--- src/core/return_stack_defines.svh ---
// Offsets, field positions, reset values and widths of the return-address stack
`ifndef RETURN_STACK_DEFINES_SVH
`define RETURN_STACK_DEFINES_SVH

`define RS_ADDR_W          8
`define RS_DATA_W          8
`define RS_PC_W            9
`define RS_IDX_W           2
`define RS_DEPTH           4
`define RS_DEPTH_CNT_W     3

`define RS_INDEX_REG_ADDR  8'hdf
`define RS_SLOT_BASE_ADDR  8'hf0
`define RS_SLOT_TOP_ADDR   8'hff
`define RS_SLOT_ADDR_MASK  8'hf0

`define RS_IRQ_ALLOW_BIT   7
`define RS_INDEX_MSB       1
`define RS_INDEX_LSB       0
`define RS_PC8_BIT         0

`define RS_INDEX_RESET     2'h3
`define RS_IRQ_RESET       1'h0
`define RS_SLOT_RESET      9'h000
`define RS_DEPTH_FULL      3'h4

`endif

--- src/core/return_stack_pkg.sv ---
// Types shared by the return-address stack files
package return_stack_pkg;
    typedef logic [1:0] stack_index_t;
    typedef logic [8:0] saved_pc_t;
    typedef logic [2:0] stack_depth_t;
endpackage

--- src/core/stack_slot.sv ---
// One return-address entry with push and byte-wise software access
`timescale 1ns/10ps
`include "return_stack_defines.svh"

module stack_slot #(
    parameter int PC_W = `RS_PC_W
) (
    // Clock and reset
    input  wire logic            i_core_clk,
    input  wire logic            i_reset,
    input  wire logic            i_clk_en,
    // Hardware push
    input  wire logic            i_push_wr,
    input  wire logic [PC_W-1:0] i_push_pc,
    // Software byte writes
    input  wire logic            i_low_wr,
    input  wire logic            i_high_wr,
    input  wire logic [7:0]      i_wdata,
    // Stored value
    output logic      [PC_W-1:0] o_value
);

    // Refuse widths that the byte split below cannot serve
    if (PC_W != 9) begin : g_bad_width
        $error("stack_slot serves a 9-bit program counter only");
    end

    // Push wins over a software byte write in the same cycle
    wire logic [PC_W-1:0] next_value = i_push_wr ? i_push_pc :
                                       i_low_wr  ? {o_value[8], i_wdata} :
                                       i_high_wr ? {i_wdata[`RS_PC8_BIT], o_value[7:0]} :
                                       o_value;

    always_ff @(posedge i_core_clk) begin
        if (i_reset) begin
            o_value <= `RS_SLOT_RESET; // RULE12
        end else if (i_clk_en) begin
            o_value <= next_value; // RULE9
        end
    end

    a_push_capture: assert property (@(posedge i_core_clk) disable iff (i_reset) // RULE4
        (i_clk_en && i_push_wr) |=> (o_value == $past(i_push_pc)))
        else $error("slot did not capture pushed pc");

endmodule

--- src/core/return_address_stack.sv ---
// Four-level return-address stack with index and irq-allow register
//
// Notes on behaviour
// [RULE1] Four entries, last in first out
// [RULE2] Two-bit index, nine-bit entries
// [RULE3] Push decrements index, pop increments it
// [RULE4] Call and interrupt entry push the pc
// [RULE5] Both return kinds pop the stack
// [RULE6] Pop returns top entry to pc
// [RULE7] Index sequence 11,10,01,00,11; fifth push overflows
// [RULE8] Register bit 7 is global irq allow
// [RULE9] Entries readable as high and low bytes
// [RULE10] Software writes 00000011 to index first
// [RULE11] Registers sit in bank 0 system area
// [RULE12] Reset: index 11, irq off, entries zero
`timescale 1ns/10ps
`include "return_stack_defines.svh"

module return_address_stack #(
    parameter int DEPTH = `RS_DEPTH,
    parameter int PC_W  = `RS_PC_W
) (
    // Clock, reset and enable
    input  wire logic            i_core_clk,
    input  wire logic            i_reset,
    input  wire logic            i_clk_en,
    // Sequencer events
    input  wire logic            i_push,
    input  wire logic [PC_W-1:0] i_pc,
    input  wire logic            i_subroutine_return_op,
    input  wire logic            i_interrupt_return_op,
    // Return path
    output logic      [PC_W-1:0] o_ret_pc,
    output logic                 o_ret_valid,
    output logic                 o_stack_overflow,
    output logic                 o_global_irq_allow,
    // Bank 0 system register port
    input  wire logic [7:0]      i_reg_addr,
    input  wire logic            i_reg_wr,
    input  wire logic [7:0]      i_reg_wdata,
    input  wire logic            i_reg_rd,
    output logic      [7:0]      o_reg_rdata
);

    // Refuse sizes that the two-bit index and byte map cannot serve
    if (DEPTH != 4 || PC_W != 9) begin : g_bad_params
        $error("return_address_stack serves four 9-bit entries only");
    end

    // ************************************************************
    // Index, depth and decode
    // ************************************************************
    return_stack_pkg::stack_index_t call_stack_index; // RULE2
    return_stack_pkg::stack_depth_t depth;
    logic                           global_irq_allow;
    wire logic [PC_W-1:0]           slot_val [DEPTH];

    wire logic pop      = i_subroutine_return_op | i_interrupt_return_op; // RULE5
    wire logic do_push  = i_clk_en & i_push; // RULE4
    wire logic do_pop   = i_clk_en & pop & ~i_push;
    wire logic full     = (depth == `RS_DEPTH_FULL);

    // Push writes slot ~index; pop reads slot ~(index + 1)
    wire return_stack_pkg::stack_index_t push_slot = ~call_stack_index;  // RULE7
    wire return_stack_pkg::stack_index_t pop_index = call_stack_index + 2'h1;
    wire return_stack_pkg::stack_index_t pop_slot  = ~pop_index;

    wire logic index_hit = (i_reg_addr == `RS_INDEX_REG_ADDR); // RULE11
    wire logic slot_hit  = ((i_reg_addr & `RS_SLOT_ADDR_MASK) == `RS_SLOT_BASE_ADDR)
                           && (i_reg_addr[3] == 1'b0);
    wire logic [1:0] byte_slot = i_reg_addr[2:1];
    wire logic       byte_high = i_reg_addr[0];
    wire logic sw_index_wr = i_clk_en & i_reg_wr & index_hit;
    wire logic sw_slot_wr  = i_clk_en & i_reg_wr & slot_hit;

    wire return_stack_pkg::stack_index_t wr_index = i_reg_wdata[`RS_INDEX_MSB:`RS_INDEX_LSB];
    wire return_stack_pkg::stack_depth_t wr_depth =
        (wr_index == `RS_INDEX_RESET) ? 3'h0 : {1'b0, 2'h3 - wr_index};

    // Hardware push or pop wins over a software index write
    wire return_stack_pkg::stack_index_t next_index =
        do_push ? call_stack_index - 2'h1 :
        do_pop  ? pop_index :
        sw_index_wr ? wr_index : call_stack_index; // RULE3
    wire return_stack_pkg::stack_depth_t next_depth =
        do_push ? (full ? depth : depth + 3'h1) :
        do_pop  ? ((depth == 3'h0) ? depth : depth - 3'h1) :
        sw_index_wr ? wr_depth : depth;

    // ************************************************************
    // State registers
    // ************************************************************
    always_ff @(posedge i_core_clk) begin
        if (i_reset) begin
            call_stack_index <= `RS_INDEX_RESET; // RULE12
            depth            <= 3'h0;
            global_irq_allow <= `RS_IRQ_RESET;
        end else if (i_clk_en) begin
            call_stack_index <= next_index; // RULE3
            depth            <= next_depth;
            if (sw_index_wr) begin
                global_irq_allow <= i_reg_wdata[`RS_IRQ_ALLOW_BIT]; // RULE8
            end
        end
    end

    assign o_global_irq_allow = global_irq_allow;

    // ************************************************************
    // Entries
    // ************************************************************
    genvar g;
    generate
        for (g = 0; g < DEPTH; g++) begin : g_slot
            stack_slot #(.PC_W(PC_W)) u_slot (
                .i_core_clk (i_core_clk),
                .i_reset    (i_reset),
                .i_clk_en   (i_clk_en),
                .i_push_wr  (do_push && push_slot == 2'(g)), // RULE1
                .i_push_pc  (i_pc),
                .i_low_wr   (sw_slot_wr && byte_slot == 2'(g) && !byte_high),
                .i_high_wr  (sw_slot_wr && byte_slot == 2'(g) && byte_high),
                .i_wdata    (i_reg_wdata),
                .o_value    (slot_val[g])
            );
        end
    endgenerate

    // ************************************************************
    // Return path and read port
    // ************************************************************
    wire logic [PC_W-1:0] sel_slot = slot_val[byte_slot];
    wire logic [7:0] rd_byte =
        index_hit ? {global_irq_allow, 5'h00, call_stack_index} :
        slot_hit  ? (byte_high ? {7'h00, sel_slot[8]} : sel_slot[7:0]) : // RULE9
        8'h00;

    always_ff @(posedge i_core_clk) begin
        if (i_reset) begin
            o_ret_pc         <= `RS_SLOT_RESET;
            o_ret_valid      <= 1'b0;
            o_stack_overflow <= 1'b0;
            o_reg_rdata      <= 8'h00;
        end else if (i_clk_en) begin
            o_ret_valid      <= do_pop;
            o_stack_overflow <= do_push & full; // RULE7
            if (do_pop) begin
                o_ret_pc <= slot_val[pop_slot]; // RULE6
            end
            if (i_reg_rd) begin
                o_reg_rdata <= rd_byte;
            end
        end
    end

    // ************************************************************
    // Checks
    // ************************************************************
    a_push_index_dec: assert property (@(posedge i_core_clk) disable iff (i_reset) // RULE3
        do_push |=> (call_stack_index == $past(call_stack_index) - 2'h1))
        else $error("push did not decrement index");

    a_pop_index_inc: assert property (@(posedge i_core_clk) disable iff (i_reset) // RULE3
        do_pop |=> (call_stack_index == $past(call_stack_index) + 2'h1))
        else $error("pop did not increment index");

    a_pop_returns_top: assert property (@(posedge i_core_clk) disable iff (i_reset) // RULE6
        (do_push ##1 (i_clk_en && pop && !i_push)) |=> (o_ret_valid && o_ret_pc == $past(i_pc, 2)))
        else $error("pop did not return last pushed pc");

    a_overflow_flag: assert property (@(posedge i_core_clk) disable iff (i_reset) // RULE7
        (do_push && depth == 3'h4 && call_stack_index == 2'h3)
        |=> (o_stack_overflow && call_stack_index == 2'h2))
        else $error("fifth push not flagged");

    a_depth_index_match: assert property (@(posedge i_core_clk) disable iff (i_reset) // RULE7
        (depth == 3'h1 || depth == 3'h2 || depth == 3'h3) |-> (call_stack_index == 2'h3 - depth[1:0]))
        else $error("index does not match depth");

    a_reset_state: assert property (@(posedge i_core_clk) disable iff (i_reset) // RULE12
        $past(i_reset) |-> (call_stack_index == 2'h3 && !o_global_irq_allow && depth == 3'h0))
        else $error("reset values wrong");

    a_irq_allow_write: assert property (@(posedge i_core_clk) disable iff (i_reset) // RULE8
        sw_index_wr |=> (o_global_irq_allow == $past(i_reg_wdata[7])))
        else $error("irq allow bit not written");

    a_index_read: assert property (@(posedge i_core_clk) disable iff (i_reset) // RULE11
        (i_clk_en && i_reg_rd && index_hit && !sw_index_wr && !do_push && !do_pop)
        |=> (o_reg_rdata[1:0] == call_stack_index && o_reg_rdata[6:2] == 5'h00))
        else $error("index read wrong");

    a_high_byte_read: assert property (@(posedge i_core_clk) disable iff (i_reset) // RULE9
        (i_clk_en && i_reg_rd && slot_hit && byte_high) |=> (o_reg_rdata[7:1] == 7'h00))
        else $error("high byte upper bits not zero");

endmodule

--- config.mk ---
export PLATFORM = sky130hd
export DESIGN_NAME = return_address_stack
export DESIGN_NICKNAME = d
export VERILOG_FILES = /design/src/core/return_stack_pkg.sv /design/src/core/stack_slot.sv /design/src/core/return_address_stack.sv
export VERILOG_INCLUDE_DIRS = /design/src /design/src/core
export SDC_FILE = /design/constraint.sdc
export NUM_CORES = 1
export LEC_CHECK = 0
export BUFFER_PORTS_ARGS = -buffer_cell sky130_fd_sc_hd__buf_4
export CAP_MARGIN = 20
export CORE_MARGIN = 2
export CORE_UTILIZATION = 45
export CTS_CLUSTER_DIAMETER = 60
export CTS_CLUSTER_SIZE = 14
export DETAILED_ROUTE_END_ITERATION = 16
export PLACE_DENSITY_LB_ADDON = 0.2
export SYNTH_ARGS = -nofsm -noshare
export SYNTH_HDL_FRONTEND = slang
export SYNTH_SLANG_ARGS = --single-unit
--- constraint.sdc ---
create_clock -name i_core_clk -period 2.35 [get_ports i_core_clk]
set_input_delay 0.1175 -clock i_core_clk [delete_from_list [all_inputs] [get_ports i_core_clk]]
set_output_delay 0.1175 -clock i_core_clk [all_outputs]
set_load 0.02 [all_outputs]
==> results of run 1 <==
## power by group
part,switching [mW],total [mW],internal [mW]
logic,0.206,0.367,0.161
registers,0.0287,1.10,1.07
clock network,0.425,0.912,0.487
total,0.660,2.38,1.72
## cell families (layout without fill, tap and decap cells)
group | count (synthesis) | count (layout)
AO/OA/AOI/OAI | 112 | 112
AND/OR/NAND/NOR | 76 | 76
multiplexers | 61 | 61
flip-flops | 61 | 61
buffers and inverters | 31 | 87
adder cells (fa/ha/maj) | 7 | 7
## layout by cell type, fill, tap and decap left out, types with 3 or more instances in the layout
| cell | n |
|---|---|
| a21oi_1 | 50 |
| a22oi_1 | 5 |
| buf_4 | 62 |
| clkbuf_8 | 9 |
| dfxtp_1 | 61 |
| ha_1 | 7 |
| inv_1 | 9 |
| mux2i_1 | 41 |
| mux4_2 | 18 |
| nand2_1 | 29 |
| nand2b_1 | 3 |
| nand3_1 | 5 |
| nand4_1 | 3 |
| nor2_1 | 9 |
| nor3_1 | 7 |
| nor4_1 | 5 |
| nor4_4 | 5 |
| o21ai_0 | 37 |
## flip-flops by register name, indices dropped and copies added (netlist names)
signal / cells
depth: 3
o_stack_overflow: 1
o_global_irq_allow: 1
o_ret_pc: 9
o_ret_valid: 1
g_slot.u_slot.o_value: 36
o_reg_rdata: 8
call_stack_index: 2
## synth_stat cells (all sizes together)
library cell,instances,area [µm²]
o31ai,2,15.0
a21oi,50,250
dfxtp,61,1220
nand4b,2,17.5
a211o,1,8.76
ha,7,87.6
inv,9,33.8
mux4,18,405
o21a,1,7.51
nand2,29,109
o22ai,2,12.5
o22a,1,8.76
buf,8,53.8
nor4,10,138
o311ai,1,8.76
mux2i,41,410
nor2,9,33.8
o221ai,2,17.5
o21ba,1,10.0
a22oi,5,37.5
o2111ai,1,8.76
clkbuf,14,52.6
nand3,6,42.5
o211ai,2,15.0
a31oi,1,6.26
or4,1,7.51
nand3b,3,35.0
nor4b,1,8.76
a221oi,2,17.5
o21ai,37,185
a221o,1,10.0
mux2,2,22.5
o21bai,2,15.0
nor3,7,35.0
nand4,3,18.8
nand2b,4,32.5
or2,1,6.26
## through the flow
| stage | cell area, µm² | utilization [%] |
|---|---|---|
| 6_report | 4080 | 56.0 |
| 5_1_grt | 4080 | 56.0 |
| 4_1_cts | 4080 | 56.0 |
| 3_5_place_dp | 3890 | 53.3 |
| 3_3_place_gp | 3890 | 53.3 |
| 2_1_floorplan | 3410 | - |
## routing by layer
layer	part of all wire (%)	up-vias	wire length (µm)	global-route usage [%]
met1	45	1395	4060	32.1
met5	0	-	0	0
li1	-	1428	-	-
met2	46	104	4200	35.6
met4	1.3	0	121	5.68
met3	7.7	10	698	5.73
## cell type report
| class | count | area [µm²] | area share (%) |
|---|---|---|---|
| inverters | 9 | 33.8 | 0.828 |
| clock inverters | 6 | 63.8 | 1.56 |
| multi-input cells | 256 | 2040 | 50.1 |
| clock buffers | 10 | 128 | 3.13 |
| repair buffers | 62 | 465 | 11.4 |
| flip-flops and latches | 61 | 1220 | 29.9 |
| well taps | 99 | 124 | 3.04 |
## critical path, cell delays in order (launching register included)
cell	delay (ns)
dfxtp_1	0.38
inv_1	0.10
ha_1	0.68
mux4_2	0.59
nand2_1	0.08
a21oi_1	0.06
## worst max path at each step
stage	startpoint	end	slack, ns	cells past startpoint
2_1_floorplan	call_stack_index[0]	o_ret_pc[1]	0.36	7
3_3_place_gp	call_stack_index[1]	o_ret_pc[2]	0.44	5
3_5_place_dp	call_stack_index[1]	o_ret_pc[2]	0.36	5
4_1_cts	call_stack_index[1]	o_ret_pc[0]	0.33	5
5_1_grt	call_stack_index[1]	o_ret_pc[0]	0.23	5
6_report	call_stack_index[1]	o_ret_pc[2]	0.33	5
==> results_tabular.tex, run 1 <==
\begin{tabular}{lr}
\hline
Metric & Value \\
\hline
\multicolumn{2}{l}{\textbf{Outcome}} \\
\quad Status & finished, final reports clean \\
\multicolumn{2}{l}{\textbf{Synth}} \\
\quad Synth Net Count & 388 \\
\quad Synthesized area divided by synthesized cell count & 9.79 µm² \\
\quad Parity-gate share of the synthesized area counting xor and xnor cells & 0\% \\
\quad Combinational family with the most area after synthesis & multiplexers \\
\quad Number of flip-flops and latches in the synthesized netlist & 61 \\
\quad Synthesized-area fraction occupied by ao, oa, aoi and oai cells & 18.6\% \\
\quad Adder and majority gate portion of the synthesized area & 2.57\% \\
\quad Ys Warns & 0 \\
\quad Simple-gate portion of the synthesized area & 14.2\% \\
\quad Mux contribution to synthesized area & 24.6\% \\
\quad Cell area after technology mapping & 3410 µm² \\
\quad Syn Inst Count & 348 \\
\quad Sequential fraction of the synthesis area & 35.9\% \\
\quad Number of different library cells in the post-synthesis netlist & 44 \\
\multicolumn{2}{l}{\textbf{CTS}} \\
\quad Cells resized by post-CTS repair & 0 \\
\quad Clock transition at the register clock pins on the worst setup and hold paths after CTS & 0.07 ns \\
\quad Clock tree from TritonCTS & built \\
\quad Number of buffers inserted to repair setup after CTS & 0 \\
\quad Clock Tree Buf Depth & 2 \\
\quad Clock Latency Late Sink & 0.34 ns \\
\quad \# clock sinks & 61 \\
\quad Total clock buffers created by CTS & 9 \\
\quad Clock tree root driver cell & clkbuf\_8 \\
\quad Level count of the clock H-tree & 3 \\
\quad Hold\_buf cts & 0 \\
\multicolumn{2}{l}{\textbf{STA}} \\
\quad Unrepaired setup endpoints after global routing & no \\
\quad Count of final setup violators & 0 \\
\quad Achievable Freq & 496 MHz \\
\quad Final worst setup slack & 0.333 ns \\
\quad Minimum clock period & 2.02 ns \\
\quad Final max-slew violation count & 0 \\
\quad Final hold violation count & 0 \\
\quad Largest clock skew in the final design & 0.00705 ns \\
\quad Post-route fraction of the period consumed by the critical path & 85.8\% \\
\quad Total negative slack for setup checks & 0 ns \\
\quad Slew at the pin closest to its max-slew limit & 0.792 ns \\
\quad Worst rel slew slack & 47.0\% \\
\quad Worst hold slack & 0.0695 ns \\
\multicolumn{2}{l}{\textbf{Drt}} \\
\quad Post-route ant nets & 0 \\
\quad Drt first-iter violations & 215 \\
\quad Total via count in the routed design & 2937 \\
\quad Router iterations before antenna repair & 4 \\
\quad Routed wirelength normalized by instance count & 18.1 µm \\
\quad Remaining routing DRC violations & 0 \\
\quad Post-detailed-routing wire length & 9.08 mm \\
\quad Via density & 5.84 \\
\multicolumn{2}{l}{\textbf{Setup path}} \\
\quad Arrival @ worst endpoint & 2.24 ns \\
\quad Type of destination of the critical path & flip-flop \\
\quad Crit-path max FO & 11 \\
\quad Reg-to-reg setup timing slack & 0.33 ns \\
\quad Reg-to-Reg End & o\_ret\_pc[2] \\
\quad Critical Setup Path Class & reg -> reg \\
\quad Data required time of the critical path & 2.57 ns \\
\quad R2r startpoint & call\_stack\_index[1] \\
\quad Worst Setup Start Kind & flip-flop \\
\quad Number of cells on the worst reg-to-reg path & 5 \\
\multicolumn{2}{l}{\textbf{Floorplan}} \\
\quad Overall die width & 91.0 µm \\
\quad Die Footprint & 8280 µm² \\
\quad Number of placed I/O pins & 53 \\
\quad Area of the placeable core & 7290 µm² \\
\quad Chip Height & 91.0 µm \\
\quad Row cnt & 31 \\
\quad Effective utilization at floorplan & 46.7\% \\
\multicolumn{2}{l}{\textbf{Placement}} \\
\quad Final estimated routing congestion in global placement & 0.813 \\
\quad Count of input and output buffers & 52 \\
\quad Post-Place Worst Slack & 0.356 ns \\
\quad Cell total after placement & 487 \\
\quad HPWL after DPL & 6.40 mm \\
\multicolumn{2}{l}{\textbf{Worst hold path}} \\
\quad Type of the most critical hold path & in -> reg \\
\quad Hold worst-path end & o\_global\_irq\_allow \\
\quad Depth of the worst hold-timing path & 3 \\
\quad Origin of the worst min-delay path & i\_reg\_wdata[7] \\
\multicolumn{2}{l}{\textbf{Pwr}} \\
\quad Total Power & 2.38 mW \\
\quad Lkg Pwr & 1.46 nW \\
\quad Peak ir drop on the vdd network & 478 µV \\
\quad P per Cell Area & 583 nW/µm² \\
\multicolumn{2}{l}{\textbf{Global route}} \\
\quad Maximum number of pins on one net before global-route repair & 27 \\
\quad First-pass GRT wire length & 15.0 mm \\
\quad Total Routing Usage GR & 22.9\% \\
\quad Vias in the first global route & 2770 \\
\quad Number of antenna violations at the first check in global routing & 0 \\
\quad Global route total overflow & 0 \\
\multicolumn{2}{l}{\textbf{Job}} \\
\quad Reported max-cap violation count & 0 \\
\multicolumn{2}{l}{\textbf{Layout}} \\
\quad Final std cells w/o fill & 503 \\
\quad Area overhead of the layout relative to synthesis & 19.8\% \\
\quad Layout cells sized above 1 & 26.5\% \\
\quad Total number of nets in the final design & 439 \\
\quad Layout filler cell count & 684 \\
\quad \# diodes & 0 \\
\hline
\end{tabular}
Note: power is estimated with default switching activity, not from simulation.
==> run 2: changes to the inputs <==
- CELL_PAD_IN_SITES_DETAIL_PLACEMENT: unset -> 0
- CELL_PAD_IN_SITES_GLOBAL_PLACEMENT: unset -> 1
- CORE_UTILIZATION: 45 -> 44
==> results_tabular.tex, run 2 (synthesized netlist as in run 1, its figures left out) <==
\begin{tabular}{lr}
\hline
Metric & Value \\
\hline
\multicolumn{2}{l}{\textbf{Pwr}} \\
\quad Lkg Pwr & 1.48 nW (was 1.46 nW) \\
\quad Switching power & 674 µW (was 660 µW) \\
\quad Peak ir drop on the vdd network & 260 µV (was 478 µV) \\
\quad Part of the total power dissipated in sequential elements & 43.9\% (was 46.2\%) \\
\quad Switch share & 26.9\% (was 27.7\%) \\
\quad Clock network power share & 41.4\% (was 38.3\%) \\
\quad Internal power summed over all cells & 1.83 mW (was 1.72 mW) \\
\quad Part of the power in combinational logic & 14.7\% (was 15.4\%) \\
\quad P per Cell Area & 609 nW/µm² (was 583 nW/µm²) \\
\multicolumn{2}{l}{\textbf{CTS}} \\
\quad Number of buffers inserted to repair setup after CTS & 0 (unchanged) \\
\quad Total clock buffers created by CTS & 9 (unchanged) \\
\quad Clock Latency Late Sink & 0.35 ns (was 0.34 ns) \\
\quad Clock tree root driver cell & clkbuf\_8 (unchanged) \\
\quad \# clock sinks & 61 (unchanged) \\
\quad Cells resized by post-CTS repair & 0 (unchanged) \\
\quad Level count of the clock H-tree & 3 (unchanged) \\
\quad Clock Tree Buf Depth & 2 (unchanged) \\
\quad Hold\_buf cts & 0 (unchanged) \\
\quad Clock tree from TritonCTS & built (unchanged) \\
\quad Clock transition at the register clock pins on the worst setup and hold paths after CTS & 0.07 ns (about the same) \\
\multicolumn{2}{l}{\textbf{STA}} \\
\quad Largest clock skew in the final design & 0.00777 ns (was 0.00705 ns) \\
\quad Final hold violation count & 0 (unchanged) \\
\quad Minimum clock period & 1.94 ns (was 2.02 ns) \\
\quad Achievable Freq & 514 MHz (was 496 MHz) \\
\quad Post-route fraction of the period consumed by the critical path & 82.7\% (was 85.8\%) \\
\quad Final max-slew violation count & 0 (unchanged) \\
\quad Worst rel slew slack & 48.5\% (was 47.0\%) \\
\quad Count of final setup violators & 0 (unchanged) \\
\quad Unrepaired setup endpoints after global routing & no (unchanged) \\
\quad Slew at the pin closest to its max-slew limit & 0.769 ns (was 0.792 ns) \\
\quad Total negative slack for setup checks & 0 ns (unchanged) \\
\multicolumn{2}{l}{\textbf{Setup path}} \\
\quad Crit-path max FO & 11 (unchanged) \\
\quad Worst Setup Start Kind & flip-flop (unchanged) \\
\quad Critical Setup Path Class & reg -> reg (unchanged) \\
\quad Arrival @ worst endpoint & 2.17 ns (was 2.24 ns) \\
\quad Data required time of the critical path & 2.57 ns (about the same) \\
\quad Type of destination of the critical path & flip-flop (unchanged) \\
\multicolumn{2}{l}{\textbf{Layout}} \\
\quad Area overhead of the layout relative to synthesis & 20.8\% (was 19.8\%) \\
\quad Largest register by flop count & g\_slot.u\_slot.o\_value (unchanged) \\
\quad Largest regs & g\_slot.u\_slot.o\_value (36), o\_ret\_pc (9), o\_reg\_rdata (8) (unchanged) \\
\quad Layout cells sized above 1 & 26.7\% (was 26.5\%) \\
\quad Most common library cell in the layout ignoring fill and taps & buf\_4 (unchanged) \\
\quad Final cell area excluding filler cells & 4110 µm² (was 4080 µm²) \\
\quad \# diodes & 0 (unchanged) \\
\quad Total number of nets in the final design & 440 (was 439) \\
\quad Number of flip-flops under the largest register name & 36 (unchanged) \\
\quad Most used cells in the layout excluding fill and tap cells & 63 x buf\_4, 61 x dfxtp\_1, 50 x a21oi\_1, 41 x mux2i\_1, 37 x o21ai\_0 (was 62 x buf\_4, 61 x dfxtp\_1, 50 x a21oi\_1, 41 x mux2i\_1, 37 x o21ai\_0) \\
\multicolumn{2}{l}{\textbf{Drt}} \\
\quad Router iterations before antenna repair & 5 (was 4) \\
\quad Post-route ant nets & 0 (unchanged) \\
\quad Remaining routing DRC violations & 0 (unchanged) \\
\quad Drt first-iter violations & 267 (was 215) \\
\quad Post-detailed-routing wire length & 9.16 mm (was 9.08 mm) \\
\quad Total via count in the routed design & 2889 (was 2937) \\
\quad Routed wirelength normalized by instance count & 18.1 µm (about the same) \\
\quad Via density & 5.70 (was 5.84) \\
\multicolumn{2}{l}{\textbf{Floorplan}} \\
\quad Overall die width & 92.0 µm (was 91.0 µm) \\
\quad Effective utilization at floorplan & 44.8\% (was 46.7\%) \\
\quad Number of placed I/O pins & 53 (unchanged) \\
\quad Die Footprint & 8460 µm² (was 8280 µm²) \\
\quad Chip Height & 92.0 µm (was 91.0 µm) \\
\quad Area of the placeable core & 7610 µm² (was 7290 µm²) \\
\quad Row cnt & 32 (was 31) \\
\multicolumn{2}{l}{\textbf{Global route}} \\
\quad First-pass GRT wire length & 15.3 mm (was 15.0 mm) \\
\quad Global route total overflow & 0 (unchanged) \\
\quad Maximum number of pins on one net before global-route repair & 26 (was 27) \\
\quad Number of antenna violations at the first check in global routing & 0 (unchanged) \\
\quad Total Routing Usage GR & 23.5\% (was 22.9\%) \\
\quad Vias in the first global route & 2781 (was 2770) \\
\multicolumn{2}{l}{\textbf{Worst hold path}} \\
\quad Type of the most critical hold path & in -> reg (unchanged) \\
\multicolumn{2}{l}{\textbf{Placement}} \\
\quad Final estimated routing congestion in global placement & 0.785 (was 0.813) \\
\quad Placed instance area & 3900 µm² (was 3890 µm²) \\
\quad Count of input and output buffers & 52 (unchanged) \\
\quad HPWL after DPL & 6.53 mm (was 6.40 mm) \\
\multicolumn{2}{l}{\textbf{Job}} \\
\quad Reported max-cap violation count & 0 (unchanged) \\
\multicolumn{2}{l}{\textbf{Outcome}} \\
\quad Status & finished, final reports clean (unchanged) \\
\hline
\end{tabular}
run 2: cell type report:
cell class / count / area [µm²]
timing repair buffer: 63 / 473
clock inverter: 6 / 86.3
inverter: 9 / 33.8
tap: 102 / 128
fill: 739 / 3490
sequential: 61 / 1220
clock buffer: 10 / 128
multi-input combinational: 256 / 2040
run 2: final timing paths:
path / start / endpoint / slack, ns / cells past startpoint
max reg2reg: call_stack_index[1] / o_ret_pc[0] / 0.41 / 5
min reg2reg: o_ret_pc[5] / o_ret_pc[5] / 0.46 / 2
max: call_stack_index[1] / o_ret_pc[0] / 0.41 / 5
min: i_reg_rd / o_reg_rdata[7] / 0.07 / 3
run 2: through the flow:
step | setup slack (ns) | cells | util, % | power (mW) | hold WS (ns)
after floorplan | 0.357 | 348 | - | 1.36 | 0.265
after global placement | 0.454 | 491 | 51.3 | 1.49 | 0.418
after detailed placement | 0.396 | 491 | 51.3 | 1.49 | 0.428
after CTS | 0.384 | 507 | 54.1 | 2.52 | 0.0712
after global routing | 0.259 | 507 | 54.1 | 2.61 | 0.0955
final | 0.405 | 507 | 54.1 | 2.50 | 0.0730
run 2: power groups by stage:
stage / clock, mW / sequential (mW) / combinational, mW
finish: 1.04 / 1.10 / 0.368
detailed placement: 0 / 1.12 / 0.368
global placement: 0 / 1.12 / 0.365
global route: 1.09 / 1.11 / 0.408
CTS: 1.05 / 1.10 / 0.369
floorplan: 0 / 1.12 / 0.238
run 2: layer usage:
metal  global-route usage (%)  vias up  part of all wire (%)
li1                         -     1424                     -
met1                     35.1     1352                    48
met2                     34.7      103                    44
met3                     3.53       10                   7.0
met4                     8.21        0                   1.4
met5                        0        -                     0
run 2: worst max-delay path, stage by stage (launching register included):
cell and delay (ns):
dfxtp_1 0.39, inv_1 0.10, ha_1 0.63, mux4_2 0.56, nand2_1 0.08, a21oi_1 0.06
